**config.mk**
```make
export PLATFORM = sky130hd
export DESIGN_NAME = spi_ctrl_flat
export DESIGN_NICKNAME = d
export VERILOG_FILES = /design/src/common/spi_pkg.sv /design/src/common/spi_link_if.sv /design/src/spi_ctrl.sv /design/src/flat_wrapper.sv
export SDC_FILE = /design/constraint.sdc
export NUM_CORES = 1
export LEC_CHECK = 0
export BUFFER_PORTS_ARGS = -buffer_cell sky130_fd_sc_hd__buf_4
export CORE_ASPECT_RATIO = 1.75
export CORE_MARGIN = 2
export CORE_UTILIZATION = 60
export DETAILED_ROUTE_END_ITERATION = 10
export PLACE_DENSITY_LB_ADDON = 0.15
export SETUP_SLACK_MARGIN = 0.05
export SYNTH_ARGS = -nofsm -noshare
export SYNTH_HDL_FRONTEND = slang
export SYNTH_SLANG_ARGS = --single-unit
```
**constraint.sdc**
```tcl
create_clock -name sys_clk -period 3.7 [get_ports sys_clk]
set_input_delay 1.11 -clock sys_clk [delete_from_list [all_inputs] [get_ports sys_clk]]
set_output_delay 1.11 -clock sys_clk [all_outputs]
set_load 0.1 [all_outputs]
```
**src/common/spi_pkg.sv**
```systemverilog
// package: constants shared by both ends of the sdram power-up link
`default_nettype none
package spi_pkg;
	localparam int CA_W = 10;
	localparam int DQ_W = 8;
	// command codes carried on the bus, one cycle each (rise half, fall half)
	localparam logic [3:0] CMD_IDLE = 4'h0;
	localparam logic [3:0] CMD_MRW = 4'h1;
	localparam logic [3:0] CMD_MRR = 4'h2;
	localparam logic [3:0] CMD_PRE_ALL = 4'h3;
	localparam logic [3:0] CMD_PD_ENTRY = 4'h4;
	localparam logic [3:0] CMD_PD_EXIT = 4'h5;
	localparam logic [3:0] CMD_ACT = 4'h6;
	localparam logic [3:0] CMD_RD = 4'h7;
	localparam logic [3:0] CMD_WR = 4'h8;
	// mode register addresses
	localparam logic [7:0] MA_DEVICE_INFO = 8'h00;
	localparam logic [7:0] MA_FEATURE_ONE = 8'h01;
	localparam logic [7:0] MA_LATENCY = 8'h02;
	localparam logic [7:0] MA_OUTPUT_DRIVE = 8'h03;
	localparam logic [7:0] MA_CALIBRATION = 8'h0a;
	localparam logic [7:0] MA_RESET = 8'h3f;
	localparam int AUTO_INIT_BIT = 0;
	// configuration values written at boot
	localparam logic [7:0] FEATURE_ONE_VAL = 8'h42;
	localparam logic [7:0] LATENCY_VAL = 8'h04;
	localparam logic [7:0] OUTPUT_DRIVE_VAL = 8'h02;
	localparam logic [7:0] CAL_INIT_CODE = 8'hff;
	// timing, in their own units
	localparam int GATE_LOW_HOLD_NS = 100;
	localparam int CLOCK_STABLE_CK = 5;
	localparam int FIRST_IDLE_US = 200;
	localparam int POST_RESET_IDLE_US = 1;
	localparam int AUTO_INIT_MAX_US = 10;
	localparam int INITIAL_CAL_US = 1;
	localparam int BOOT_CLOCK_MIN_NS = 18;
	localparam int BOOT_CLOCK_MAX_NS = 100;
	localparam int SYS_PERIOD_NS = 10;
	localparam int LINK_PERIOD_NS = 48;
	// controller cycle counts (least times round up)
	localparam int GATE_LOW_HOLD_CYC = (GATE_LOW_HOLD_NS + SYS_PERIOD_NS - 1) / SYS_PERIOD_NS;
	localparam int FIRST_IDLE_CYC = (FIRST_IDLE_US * 1000 + SYS_PERIOD_NS - 1) / SYS_PERIOD_NS;
	localparam int POST_RESET_IDLE_CYC = (POST_RESET_IDLE_US * 1000 + SYS_PERIOD_NS - 1)
		/ SYS_PERIOD_NS;
	localparam int INITIAL_CAL_CYC = (INITIAL_CAL_US * 1000 + SYS_PERIOD_NS - 1) / SYS_PERIOD_NS;
	localparam int AUTO_INIT_MAX_CYC = (AUTO_INIT_MAX_US * 1000) / SYS_PERIOD_NS;
	// boot clock: divider half period in sys cycles, giving 60 ns (inside 18..100)
	localparam int BOOT_HALF_DIV = 3;
	localparam int RUN_HALF_DIV = 3;
	// device: auto-init length in link cycles, below the maximum (rounded down)
	localparam int DEV_AUTO_INIT_CYC = (AUTO_INIT_MAX_US * 1000) / LINK_PERIOD_NS / 2;
	localparam int DEV_POST_RESET_CYC = (POST_RESET_IDLE_US * 1000) / LINK_PERIOD_NS;
	typedef enum logic [1:0] {DEV_OFF_type_x} spi_unused_type;
endpackage
`default_nettype wire

```
**src/common/spi_link_if.sv**
```systemverilog
// interface: command/address, clock, clock enable and read data between the ends
`timescale 1ns/100ps
`default_nettype none
interface spi_link_if;
	logic link_clk;
	logic clk_en;
	logic [9:0] cmd_addr_bus_rise;
	logic [9:0] cmd_addr_bus_fall;
	logic [9:0] cmd_addr_bus_oe;
	logic [7:0] dq_out;
	logic dq_oe;
	logic dq_valid;
	modport ctrl (output link_clk, clk_en, cmd_addr_bus_rise, cmd_addr_bus_fall,
		cmd_addr_bus_oe, input dq_out, dq_oe, dq_valid);
	modport dev (input link_clk, clk_en, cmd_addr_bus_rise, cmd_addr_bus_fall,
		cmd_addr_bus_oe, output dq_out, dq_oe, dq_valid);
endinterface
`default_nettype wire

```
**src/spi_ctrl.sv**
```systemverilog
// module: memory controller end, drives the power-up sequence
`timescale 1ns/100ps
`default_nettype none
module spi_ctrl
	import spi_pkg::*;
(
	input wire logic sys_clk, // controller clock
	input wire logic rst, // synchronous reset
	input wire logic supplies_ok, // all supplies within range (pin)
	input wire logic start_reset, // request a reinitialization (pulse)
	input wire logic power_off, // hold for power-off (level)
	spi_link_if.ctrl link, // link to the device
	output logic init_done, // sequence complete
	output logic slow_clock // boot clock selected
);
	import spi_pkg::*;

	typedef enum logic [3:0] {C_OFF, C_HOLD_LOW, C_IDLE1, C_RESET, C_POST_RESET, C_POLL,
		C_POLL_WAIT, C_CAL, C_CAL_WAIT, C_CFG, C_DONE} spi_ctrl_state_type;

	// ************
	// input synchronisers
	// ************
	logic sup_m, sup_s, rd_m, rd_s, rdv_m, rdv_s, off_m, off_s;
	always_ff @(posedge sys_clk) begin
		sup_m <= supplies_ok;
		sup_s <= sup_m;
		off_m <= power_off;
		off_s <= off_m;
		rd_m <= link.dq_out[AUTO_INIT_BIT];
		rd_s <= rd_m;
		rdv_m <= link.dq_valid;
		rdv_s <= rdv_m;
	end

	// ************
	// clock divider and command launch
	// ************
	spi_ctrl_state_type state;
	logic [7:0] div_cnt;
	logic [31:0] wait_cnt;
	logic [1:0] cfg_idx;
	logic [3:0] cmd;
	logic [7:0] ma, op;
	logic fall_edge, link_ck;
	logic [7:0] half_div;
	// boot clock for all reads before configuration
	assign half_div = slow_clock ? 8'(BOOT_HALF_DIV) : 8'(RUN_HALF_DIV);
	assign fall_edge = link_ck && div_cnt == half_div - 8'h01;
	always_ff @(posedge sys_clk) begin
		if (rst) begin
			div_cnt <= 8'h00;
			link_ck <= 1'b0;
		end else if (div_cnt == half_div - 8'h01) begin
			div_cnt <= 8'h00;
			link_ck <= !link_ck;
		end else begin
			div_cnt <= div_cnt + 8'h01;
		end
	end
	assign link.link_clk = link_ck;

	// commands change only at link falling edge so the device sees them stable
	always_ff @(posedge sys_clk) begin
		if (rst) begin
			link.cmd_addr_bus_rise <= 10'h000;
			link.cmd_addr_bus_fall <= 10'h000;
			link.cmd_addr_bus_oe <= 10'h000;
		end else if (fall_edge) begin
			link.cmd_addr_bus_rise <= {ma[7:2], cmd};
			link.cmd_addr_bus_fall <= {op, ma[1:0]};
			link.cmd_addr_bus_oe <= (cmd == CMD_IDLE) ? 10'h000 : 10'h3ff;
		end
	end

	// ************
	// sequencer
	// ************
	always_comb begin
		cmd = CMD_IDLE;
		ma = 8'h00;
		op = 8'h00;
		case (state)
		C_RESET: begin
			cmd = CMD_MRW;
			ma = MA_RESET;
		end
		C_POLL: begin
			cmd = CMD_MRR;
			ma = MA_DEVICE_INFO;
		end
		C_CAL: begin
			cmd = CMD_MRW;
			ma = MA_CALIBRATION;
			op = CAL_INIT_CODE;
		end
		C_CFG: begin
			cmd = CMD_MRW;
			ma = (cfg_idx == 2'h0) ? MA_FEATURE_ONE : (cfg_idx == 2'h1) ? MA_LATENCY
				: MA_OUTPUT_DRIVE;
			op = (cfg_idx == 2'h0) ? FEATURE_ONE_VAL : (cfg_idx == 2'h1) ? LATENCY_VAL
				: OUTPUT_DRIVE_VAL;
		end
		// no row access is ever launched here, so no activate is owed
		default: cmd = CMD_IDLE;
		endcase
	end

	always_ff @(posedge sys_clk) begin
		if (rst || off_s) begin
			state <= C_OFF;
			link.clk_en <= 1'b0;
			wait_cnt <= 32'h0;
			cfg_idx <= 2'h0;
			init_done <= 1'b0;
			slow_clock <= 1'b1;
		end else begin
			wait_cnt <= wait_cnt + 32'h1;
			case (state)
			C_OFF: begin
				wait_cnt <= 32'h0;
				if (sup_s) begin
					state <= C_HOLD_LOW;
				end
			end
			C_HOLD_LOW: begin
				// long enough also covers five stable link clocks
				if (wait_cnt >= 32'(GATE_LOW_HOLD_CYC + CLOCK_STABLE_CK * 2 * BOOT_HALF_DIV)
						&& fall_edge) begin
					link.clk_en <= 1'b1;
					wait_cnt <= 32'h0;
					state <= C_IDLE1;
				end
			end
			C_IDLE1: begin
				if (wait_cnt >= 32'(FIRST_IDLE_CYC) && fall_edge) begin
					state <= C_RESET;
				end
			end
			C_RESET: begin
				if (fall_edge) begin
					wait_cnt <= 32'h0;
					init_done <= 1'b0;
					slow_clock <= 1'b1;
					state <= C_POST_RESET;
				end
			end
			C_POST_RESET: begin
				if (wait_cnt >= 32'(POST_RESET_IDLE_CYC) && fall_edge) begin
					state <= C_POLL;
				end
			end
			C_POLL: begin
				if (fall_edge) begin
					state <= C_POLL_WAIT;
				end
			end
			C_POLL_WAIT: begin
				if (wait_cnt >= 32'(AUTO_INIT_MAX_CYC) && fall_edge) begin
					state <= C_CAL;
				end else if (rdv_s && !rd_s && fall_edge) begin
					state <= C_CAL;
				end else if (wait_cnt[6:0] == 7'h7f && fall_edge) begin
					state <= C_POLL;
				end
			end
			C_CAL: begin
				if (fall_edge) begin
					wait_cnt <= 32'h0;
					state <= C_CAL_WAIT;
				end
			end
			C_CAL_WAIT: begin
				if (wait_cnt >= 32'(INITIAL_CAL_CYC) && fall_edge) begin
					state <= C_CFG;
				end
			end
			C_CFG: begin
				if (fall_edge) begin
					cfg_idx <= cfg_idx + 2'h1;
					if (cfg_idx == 2'h2) begin
						state <= C_DONE;
					end
				end
			end
			C_DONE: begin
				// done only once the last write has stood through a link rise
				if (fall_edge) begin
					init_done <= 1'b1;
					slow_clock <= 1'b0;
				end
				if (start_reset) begin
					cfg_idx <= 2'h0;
					state <= C_RESET;
				end
			end
			default: state <= C_OFF;
			endcase
		end
	end
endmodule
`default_nettype wire

```
**src/flat_wrapper.sv**
```systemverilog
// flat-port wrapper written by rule: the top's interface ports become plain ports
module spi_ctrl_flat import spi_pkg::*;
  (sys_clk, rst, supplies_ok, start_reset, power_off, init_done, slow_clock, link_link_clk, link_clk_en, link_cmd_addr_bus_rise, link_cmd_addr_bus_fall, link_cmd_addr_bus_oe, link_dq_out, link_dq_oe, link_dq_valid);
  spi_link_if link_i ();
  input wire logic sys_clk;
  input wire logic rst;
  input wire logic supplies_ok;
  input wire logic start_reset;
  input wire logic power_off;
  output logic init_done;
  output logic slow_clock;
  output wire logic [$bits(link_i.link_clk)-1:0] link_link_clk;
  output wire logic [$bits(link_i.clk_en)-1:0] link_clk_en;
  output wire logic [$bits(link_i.cmd_addr_bus_rise)-1:0] link_cmd_addr_bus_rise;
  output wire logic [$bits(link_i.cmd_addr_bus_fall)-1:0] link_cmd_addr_bus_fall;
  output wire logic [$bits(link_i.cmd_addr_bus_oe)-1:0] link_cmd_addr_bus_oe;
  input wire logic [$bits(link_i.dq_out)-1:0] link_dq_out;
  input wire logic [$bits(link_i.dq_oe)-1:0] link_dq_oe;
  input wire logic [$bits(link_i.dq_valid)-1:0] link_dq_valid;
  assign link_link_clk = link_i.link_clk;
  assign link_clk_en = link_i.clk_en;
  assign link_cmd_addr_bus_rise = link_i.cmd_addr_bus_rise;
  assign link_cmd_addr_bus_fall = link_i.cmd_addr_bus_fall;
  assign link_cmd_addr_bus_oe = link_i.cmd_addr_bus_oe;
  assign link_i.dq_out = link_dq_out;
  assign link_i.dq_oe = link_dq_oe;
  assign link_i.dq_valid = link_dq_valid;
  spi_ctrl u_core (.sys_clk(sys_clk), .rst(rst), .supplies_ok(supplies_ok), .start_reset(start_reset), .power_off(power_off), .link(link_i), .init_done(init_done), .slow_clock(slow_clock));
endmodule
```
Word-level counts from Yosys, hierarchy flattened --
Cells that the tools add are included.
Word-level totals: bits in registers 88, input bits 15, word-level logic and storage cells 109
Operators by class: add/subtract/negate cells 3, $lt $le $gt $ge 4, equal/unequal tests 27, mux-type cells 33, reduce and logical (&&, ||, !) cells 23
Operators by type and width (count):
- 32-bit one-hot mux with 3 select lines | 1
- 32-bit 2-to-1 mux | 2
- 4-bit 2-to-1 mux | 14
- 4-bit one-hot mux with 11 select lines | 1
- 32-bit by 1-bit adder with 32-bit output, second input constant | 1
- 32-bit by 10-bit >= comparator with 1-bit output, second input constant | 1
- 32-bit by 15-bit >= comparator with 1-bit output, second input constant | 1
- 32-bit by 6-bit >= comparator with 1-bit output, second input constant | 1
- 32-bit by 7-bit >= comparator with 1-bit output, second input constant | 1
- 8-bit one-hot mux with 3 select lines | 1
- 2-bit by 1-bit inequality test with 1-bit output, second input constant | 11
- 4-bit by 3-bit equality test with 1-bit output, second input constant | 4
- 8-bit 2-to-1 mux | 2
- 8-bit one-hot mux with 2 select lines | 1
- 4-bit equality test, second input constant | 3
- 12-bit AND reduction | 1
- 10-bit 2-to-1 mux | 1
- 8-bit by 1-bit adder with 8-bit output, second input constant | 1
- 4-bit by 2-bit equality test with 1-bit output, second input constant | 2
- 8-bit by 2-bit equality test with 1-bit output, second input constant | 1
- 1-bit logical AND | 8
- 4-bit zero test | 2
- 2-bit one-hot mux with 2 select lines | 2
- 7-bit equality test, second input constant | 1
- other kinds (18) | 26

Depth between registers and ports, before layout --
Gate-level depths: netlist of the first run.
word-level depth 7, mapped depth 10, depth with buffers taken out 8

Least setup slack after synthesis of the first run --
Ideal clock, no wire load.
path kind register -> output, start point register u_core.link.cmd_addr_bus_oe[8] (netlist name), end point output port link_cmd_addr_bus_oe[1], arrival time 1517 ps, slack 1073 ps, cell stages (with the launch flop) 2, path through dfxtp_1 -> buf_4
RTL lines:
- end: declaration | line flat_wrapper.sv:16 | output wire logic [$bits(link_i.cmd_addr_bus_oe)-1:0] link_cmd_addr_bus_oe;

Worst setup path after layout of the first run --
start point register u_core.wait_cnt[14], end point register u_core.wait_cnt[29]
Between the ends: word-level cells in the longest chain between the ends 4, elaborated cells between the ends (all ways) 6
Ends and longest elaborated chain:
- start: declaration | line spi_ctrl.sv:41 | logic [31:0] wait_cnt;
- start signal: assignment | line spi_ctrl.sv:118 | wait_cnt <= wait_cnt + 32'h1;
- 32-bit by 6-bit >= comparator with 1-bit output | line spi_ctrl.sv:128 | if (wait_cnt >= 32'(GATE_LOW_HOLD_CYC + CLOCK_STABLE_CK * 2 * BOOT_HALF_DIV)
- 1-bit logical AND | line spi_ctrl.sv:129 | && fall_edge) begin
- 32-bit 2-to-1 mux | line spi_ctrl.sv:128
- 32-bit one-hot mux with 3 select lines (*) | line spi_ctrl.sv:119 | case (state)
Mark *: on every way between the ends. The rest lies on a longest branch, timed or not. A chain may end at the register's enable or synchronous reset.

==> parameters.txt, run 1 <==
Parameter                              Value

Outcome
  Outcome    complete, no violations

Timing
  FMAX    about 380 MHz
  Unrepaired setup endpoints after global routing    false
  Portion of the clock cycle consumed by the worst path in the final layout    70.39%
  Setup TNS    0 ns
  Final setup violating endpoints    0
  Pins Over Slew Limit    0
  Worst Max-Slew Pin Slew    ~0.71 ns
  Fin crit period    approximately 2.6 ns
  Worst max-slew margin expressed relative to the limit    a little over half
  Maximum clock skew at final layout    between 0.007 and 0.008 ns
  Fin Hold WS    ~0.33 ns
  Fin. Hold Viols    0

Placement
  Placement-stage cell area    around 0.0035 sq mm
  Total of buffers placed on input and output ports    36
  Routability cong.    ~0.87
  Placed wire-length estimate    roughly 5100 um

Cells and area
  Diodes inserted    0
  Leading cell types in the layout, fill and taps excluded    69 x dfxtp_1, 61 x nor2_1, 38 x buf_4
  Number of filler instances in the final layout    around 500
  Core Util, Final    between 60% and 70%
  Share of layout cells above drive strength 1    between 10% and 20%
  Final Instance Area    0.003745 sq mm
  Signed area change from the synthesized netlist to the final layout    11.60%
  Layout Nets    roughly 440
  Most frequent standard cell in the layout excluding fill and tap cells    dfxtp_1

Clocking
  Clock Sinks    approximately 70
  Number of CTS-inserted buffers    9
  Total setup buffers inserted after CTS    0
  Quantity of gates resized following cts    0
  H-tree depth    3
  Deepest clock path buffer count    2
  CTS clock-pin slew for the worst setup and hold paths    about 0.07 ns
  CTS Hold Bufs    0
  CTS tree    built
  Clock root cell    clkbuf_8
  Clock latency of the later-clocked register in the worst-skew pair    roughly 0.35 ns

Synthesis
  Synth Register Bits    roughly 70
  Number of library cell types mapped by synthesis    roughly 50
  Sequential area share after synthesis    about two fifths
  Instance count of the mapped netlist    between 300 and 400
  Cell Area, Synth    ~0.0034 sq mm
  Syn. warnings    0
  Post-synth EDFFs    0
  Most used flip-flop cell after synthesis    dfxtp_1
  Async S/R FF share, synth    0%
  Mean area per synthesized cell    between 8 and 9 sq um

Floorplan
  Number of placed I/O pins    49
  Die width    60.53 um
  Initial core utilization    between 60% and 70%
  Count of standard-cell rows    36
  Core region area    0.005495 sq mm
  Area of the die    between 0.006 and 0.007 sq mm
  Height of the chip    102.9 um

Pwr
  Cell Int Power    approximately 1.2 mW
  Peak supply drop    between 200 and 250 uV
  Standby leakage power    about 1.4 nW
  Sequential share of power    48.8%
  Net load switching power    just over 0.4 mW
  Portion of total power attributed to the clock network    about 43%
  Gate power share    under 10%
  Pwr dens    approximately 430 mW/mm^2
  Switching share of power    between 20% and 30%
  Tot Pwr    ~1.6 mW

Drt
  Total DRC errors in the routed layout    0
  DRC violation total after the first TritonRoute iteration    roughly 130
  Total via count after detailed routing    around 2.7k
  Wire length after detailed routing    6939 um
  Remaining antenna violation count    0
  Total iterations of the first detailed-routing run    4
  DR WL/cell    approximately 14 um
  Via density per instance    about 5.5

Hold path
  Tightest Hold Check Type    register to register

Critical path
  Setup slack, reg-to-reg    between 1 and 1.5 ns
  Data required time of the worst path    between 3 and 4 ns
  Type of destination of the critical path    register
  Kind of launch point of the worst setup path    register
  CP Max Fanout    31
  Critical path class    register to register
  Data arrival at the endpoint of the critical path    about 2.9 ns

Run
  Number of maximum-capacitance violations    0

Global routing
  Number of global-route vias before repair    2599
  Maximum number of pins on one net before global-route repair    32
  Grt ovf    0
  Number of antenna violations at the first check in global routing    0
  Global-route usage over all layers    around a quarter
  Wire length of the first global-routing pass    about 11000 um
==> synthesized netlist by cell type (4+ instances only) <==
library cell / instances / share of area [%]
a21oi_1: 15 / 2.2
and3_1: 15 / 2.8
buf_4: 19 / 4.3
clkbuf_1: 13 / 1.5
dfxtp_1: 69 / 41
ha_1: 8 / 3.0
inv_1: 10 / 1.1
nand2_1: 24 / 2.7
nand3_1: 26 / 3.9
nand4_1: 12 / 2.2
nor2_1: 61 / 6.8
nor2_2: 12 / 2.2
nor2b_1: 4 / 0.75
nor3_1: 14 / 2.1
nor4_1: 4 / 0.75
o21ai_0: 6 / 0.89
or4_1: 4 / 0.89
xnor2_1: 18 / 4.7
xor2_1: 20 / 5.2
==> worst paths after layout <==
kind	startpoint	endpoint	cells past startpoint
min	u_core.rdv_m	u_core.rdv_s	0
min reg2reg	u_core.rdv_m	u_core.rdv_s	0
max reg2reg	u_core.wait_cnt[14]	u_core.wait_cnt[29]	6
max	u_core.wait_cnt[14]	u_core.wait_cnt[29]	6
==> registers in the layout (all words and copies together), names as in the netlist <==
signal,cells
u_core.cfg_idx,2
u_core.div_cnt,8
u_core.init_done,1
u_core.link.clk_en,1
u_core.link.cmd_addr_bus_fall,6
u_core.link.cmd_addr_bus_oe,1
u_core.link.cmd_addr_bus_rise,4
u_core.link.link_clk,1
u_core.off_m,1
u_core.off_s,1
u_core.rd_m,1
u_core.rd_s,1
u_core.rdv_m,1
u_core.rdv_s,1
u_core.slow_clock,1
u_core.state,4
u_core.sup_m,1
u_core.sup_s,1
u_core.wait_cnt,32
==> kinds of logic after synthesis <==
group | Yosys count | synth area share, %
AND/OR/NAND/NOR | 195 | 29.46
AO/OA/AOI/OAI | 41 | 8.241
adder cells (fa/ha/maj) | 8 | 2.983
buffers and inverters | 45 | 7.830
multiplexers | 1 | 0.2983
other | 1 | 0.1117
flip-flops | 69 | 41.16
XOR/XNOR | 38 | 9.918
==> power groups by stage <==
stage          sequential, mW  clock [mW]  combinational (mW)
2_1_floorplan           0.825           0              0.0806
3_3_place_gp            0.793           0               0.133
3_5_place_dp            0.794           0               0.136
4_1_cts                 0.777       0.692               0.136
5_1_grt                 0.780       0.727               0.146
6_report                0.777       0.679               0.136
==> critical path: stages, from the launching register on <==
cell	delay [ns]
dfxtp_1	0.39
or4_1	0.53
or4_4	0.50
o31ai_2	0.26
a211o_2	0.20
nand2_2	0.40
nor2_2	0.24
==> layout make-up <==
class	instances	area [sq um]	share of cell area, %
clock buffer	9	123.9	3.308
inverter	10	37.54	1.002
multi-input combinational	287	1723	46.01
tap	76	95.09	2.539
timing repair buffer	38	285.3	7.618
clock inverter	7	98.84	2.639
sequential	69	1381	36.89
==> stage by stage <==
stage / std cells / worst slack (ns)
6_report: 496 / 1.096
5_1_grt: 496 / 0.8315
4_1_cts: 496 / 1.061
2_1_floorplan: 401 / 1.073
3_5_place_dp: 480 / 1.090
3_3_place_gp: 480 / 1.155
==> per-layer routing <==
layer  track usage [%]  part of all wire [%]
met4             15.72                   4.8
met3             5.521                   3.0
met1             23.40                    38
met5                 0                     0
met2             45.32                    54
No activity file was read; power rests on OpenSTA's default activity.
==> inputs of run 2 (changes only) <==
Settings changed: CORE_UTILIZATION 60 to 57.
Clock period 3.7 ns to 2.7 ns, I/O delays scaled along.
==> parameters.txt, run 2 (same netlist as run 1, synthesis figures left out) <==
Parameter                              Value

Timing
  Worst Max-Slew Pin Slew    0.6406 ns
  Fin. Hold Viols    0
  Worst max-slew margin expressed relative to the limit    a little under three fifths
  Unrepaired setup endpoints after global routing    false
  Maximum clock skew at final layout    0.007771 ns
  Final setup violating endpoints    0
  FMAX    between 400 and 500 MHz
  Setup TNS    0 ns
  Pins Over Slew Limit    0
  Fin crit period    around 2.4 ns
  Portion of the clock cycle consumed by the worst path in the final layout    between 80% and 90%

Critical path
  Number of cells on the worst reg-to-reg path    7
  FF-to-FF End    u_core.wait_cnt[26]
  Cells along the critical path    or4_1 > or4_4 > o31ai_2 > a211o_2 > nand2_2 > buf_4 > nor2_2
  Highest cell delay on the worst timing path    0.53 ns
  Critical path class    register to register
  Type of destination of the critical path    register
  Data required time of the worst path    2.99 ns
  Kind of launch point of the worst setup path    register
  CP Max Fanout    31
  CP max stage cell    or4_1
  Startpoint of the worst-slack reg-to-reg timing path    u_core.wait_cnt[14]
  Data arrival at the endpoint of the critical path    ~2.7 ns
  Setup slack, reg-to-reg    between 0.3 and 0.4 ns

Clocking
  Total setup buffers inserted after CTS    0
  Quantity of gates resized following cts    0
  H-tree depth    3
  CTS clock-pin slew for the worst setup and hold paths    about 0.07 ns
  Clock root cell    clkbuf_8
  Clock latency of the later-clocked register in the worst-skew pair    ~0.35 ns
  CTS tree    built
  Clock Sinks    69
  Number of CTS-inserted buffers    9
  CTS Hold Bufs    0
  Deepest clock path buffer count    2

Global routing
  Maximum number of pins on one net before global-route repair    32
  Wire length of the first global-routing pass    about 11000 um
  Global-route usage over all layers    a little under a quarter
  Number of antenna violations at the first check in global routing    0
  Number of global-route vias before repair    2573
  Grt ovf    0

Pwr
  Pwr dens    around 540 mW/mm^2
  Standby leakage power    between 1 and 1.5 nW
  Sequential share of power    a little over half
  Cell Int Power    approximately 1.5 mW
  Net load switching power    between 0.5 and 0.6 mW
  Portion of total power attributed to the clock network    approximately 38%
  Gate power share    around a tenth
  Switching share of power    around 25%
  Peak supply drop    333.8 uV

Drt
  Remaining antenna violation count    0
  Total via count after detailed routing    around 2.7k
  Via density per instance    5.384
  Total DRC errors in the routed layout    0
  DR WL/cell    between 10 and 15 um
  Wire length after detailed routing    between 6000 and 7000 um
  Total iterations of the first detailed-routing run    4
  DRC violation total after the first TritonRoute iteration    roughly 110

Placement
  Placed wire-length estimate    just over 5000 um
  Routability cong.    0.8466
  Total of buffers placed on input and output ports    36
  Number of placed cells counting well taps    slightly below 500

Cells and area
  Core Util, Final    between 60 and 70%
  Register with the most flip-flops    u_core.wait_cnt
  Most frequent standard cell in the layout excluding fill and tap cells    dfxtp_1
  Layout Nets    ~440
  Share of layout cells above drive strength 1    17.45%
  Leading cell types in the layout, fill and taps excluded    69 x dfxtp_1, 61 x nor2_1, 43 x buf_4
  Signed area change from the synthesized netlist to the final layout    11.45%
  Leading registers by flop count    u_core.wait_cnt x32, u_core.div_cnt x8, u_core.link.cmd_addr_bus_fall x6
  Non-filler cells, final    roughly 500
  Diodes inserted    0
  Flip-flop count of the largest register after layout    32

Hold path
  Cell count of the worst hold path    0
  Min-Delay Startpoint    u_core.rd_m
  Tightest Hold Check Type    register to register
  Worst Hold Path EP    u_core.rd_s

Floorplan
  Die width    between 60 and 70 um
  Core region area    ~0.0058 sq mm
  Height of the chip    about 110 um
  Initial core utilization    slightly below 60%
  Count of standard-cell rows    37
  Area of the die    roughly 0.0065 sq mm
  Number of placed I/O pins    ~50

Outcome
  Outcome    complete, no violations

Run
  Number of maximum-capacitance violations    0
run 2: cell count changes in the layout (fill, tap and decap cells not counted), sizes merged:
cell      before  now
bufinv         2    0
inv           11   10
clkbuf         9   14
clkinvlp       1    0
clkinv         3    1
buf           38   43
run 2: how the worst max path moves through the flow:
stage	start	endpoint	slack [ns]
after floorplan	u_core.link.link_clk	u_core.wait_cnt[29]	0.31
after global placement	u_core.wait_cnt[14]	u_core.wait_cnt[26]	0.36
after detailed placement	u_core.wait_cnt[14]	u_core.wait_cnt[30]	0.34
after CTS	u_core.wait_cnt[14]	u_core.wait_cnt[7]	0.31
after global routing	u_core.div_cnt[1]	u_core.wait_cnt[14]	0.21
final	u_core.wait_cnt[14]	u_core.wait_cnt[26]	0.33
run 2: stage by stage:
step | hold slack, ns | power [mW] | instance area (sq um) | setup slack [ns]
5_1_grt | 0.3401 | 2.101 | 3740 | 0.2060
2_1_floorplan | 0.3096 | 1.240 | 3367 | 0.3089
3_5_place_dp | 0.3157 | 1.280 | 3562 | 0.3357
6_report | 0.3270 | 2.013 | 3740 | 0.3346
4_1_cts | 0.3300 | 2.042 | 3740 | 0.3106
3_3_place_gp | 0.3105 | 1.275 | 3562 | 0.3580
run 2: power by group through the flow:
stage	registers, mW	clock network (mW)	logic (mW)
after floorplan	1.13	0	0.110
after global placement	1.09	0	0.188
after detailed placement	1.09	0	0.192
after CTS	1.06	0.786	0.192
after global routing	1.07	0.827	0.205
final	1.07	0.758	0.190
run 2: cell type report:
type | count | area [sq um]
Multi-Input combinational cell | 287 | 1723
Sequential cell | 69 | 1381
Clock buffer | 14 | 172.7
Clock inverter | 1 | 5.005
Timing Repair Buffer | 43 | 322.8
Inverter | 10 | 37.54
Fill cell | 506 | 2047
Tap cell | 78 | 97.59
run 2: critical path, delay by kind of cell (launching register included):
| kind | cells | cell delay (ns) |
|---|---|---|
| AND/OR/NAND/NOR | 4 | 1.23 |
| AO/OA/AOI/OAI | 2 | 0.43 |
| flip-flops | 1 | 0.37 |
| buffers and inverters | 1 | 0.26 |
run 2: per-layer routing:
| metal | track usage (%) | part of all wire (%) |
|---|---|---|
| met1 | 22.77 | 38 |
| met3 | 6.871 | 3.3 |
| met2 | 39.29 | 53 |
| met5 | 0 | 0 |
| met4 | 15.20 | 5.0 |
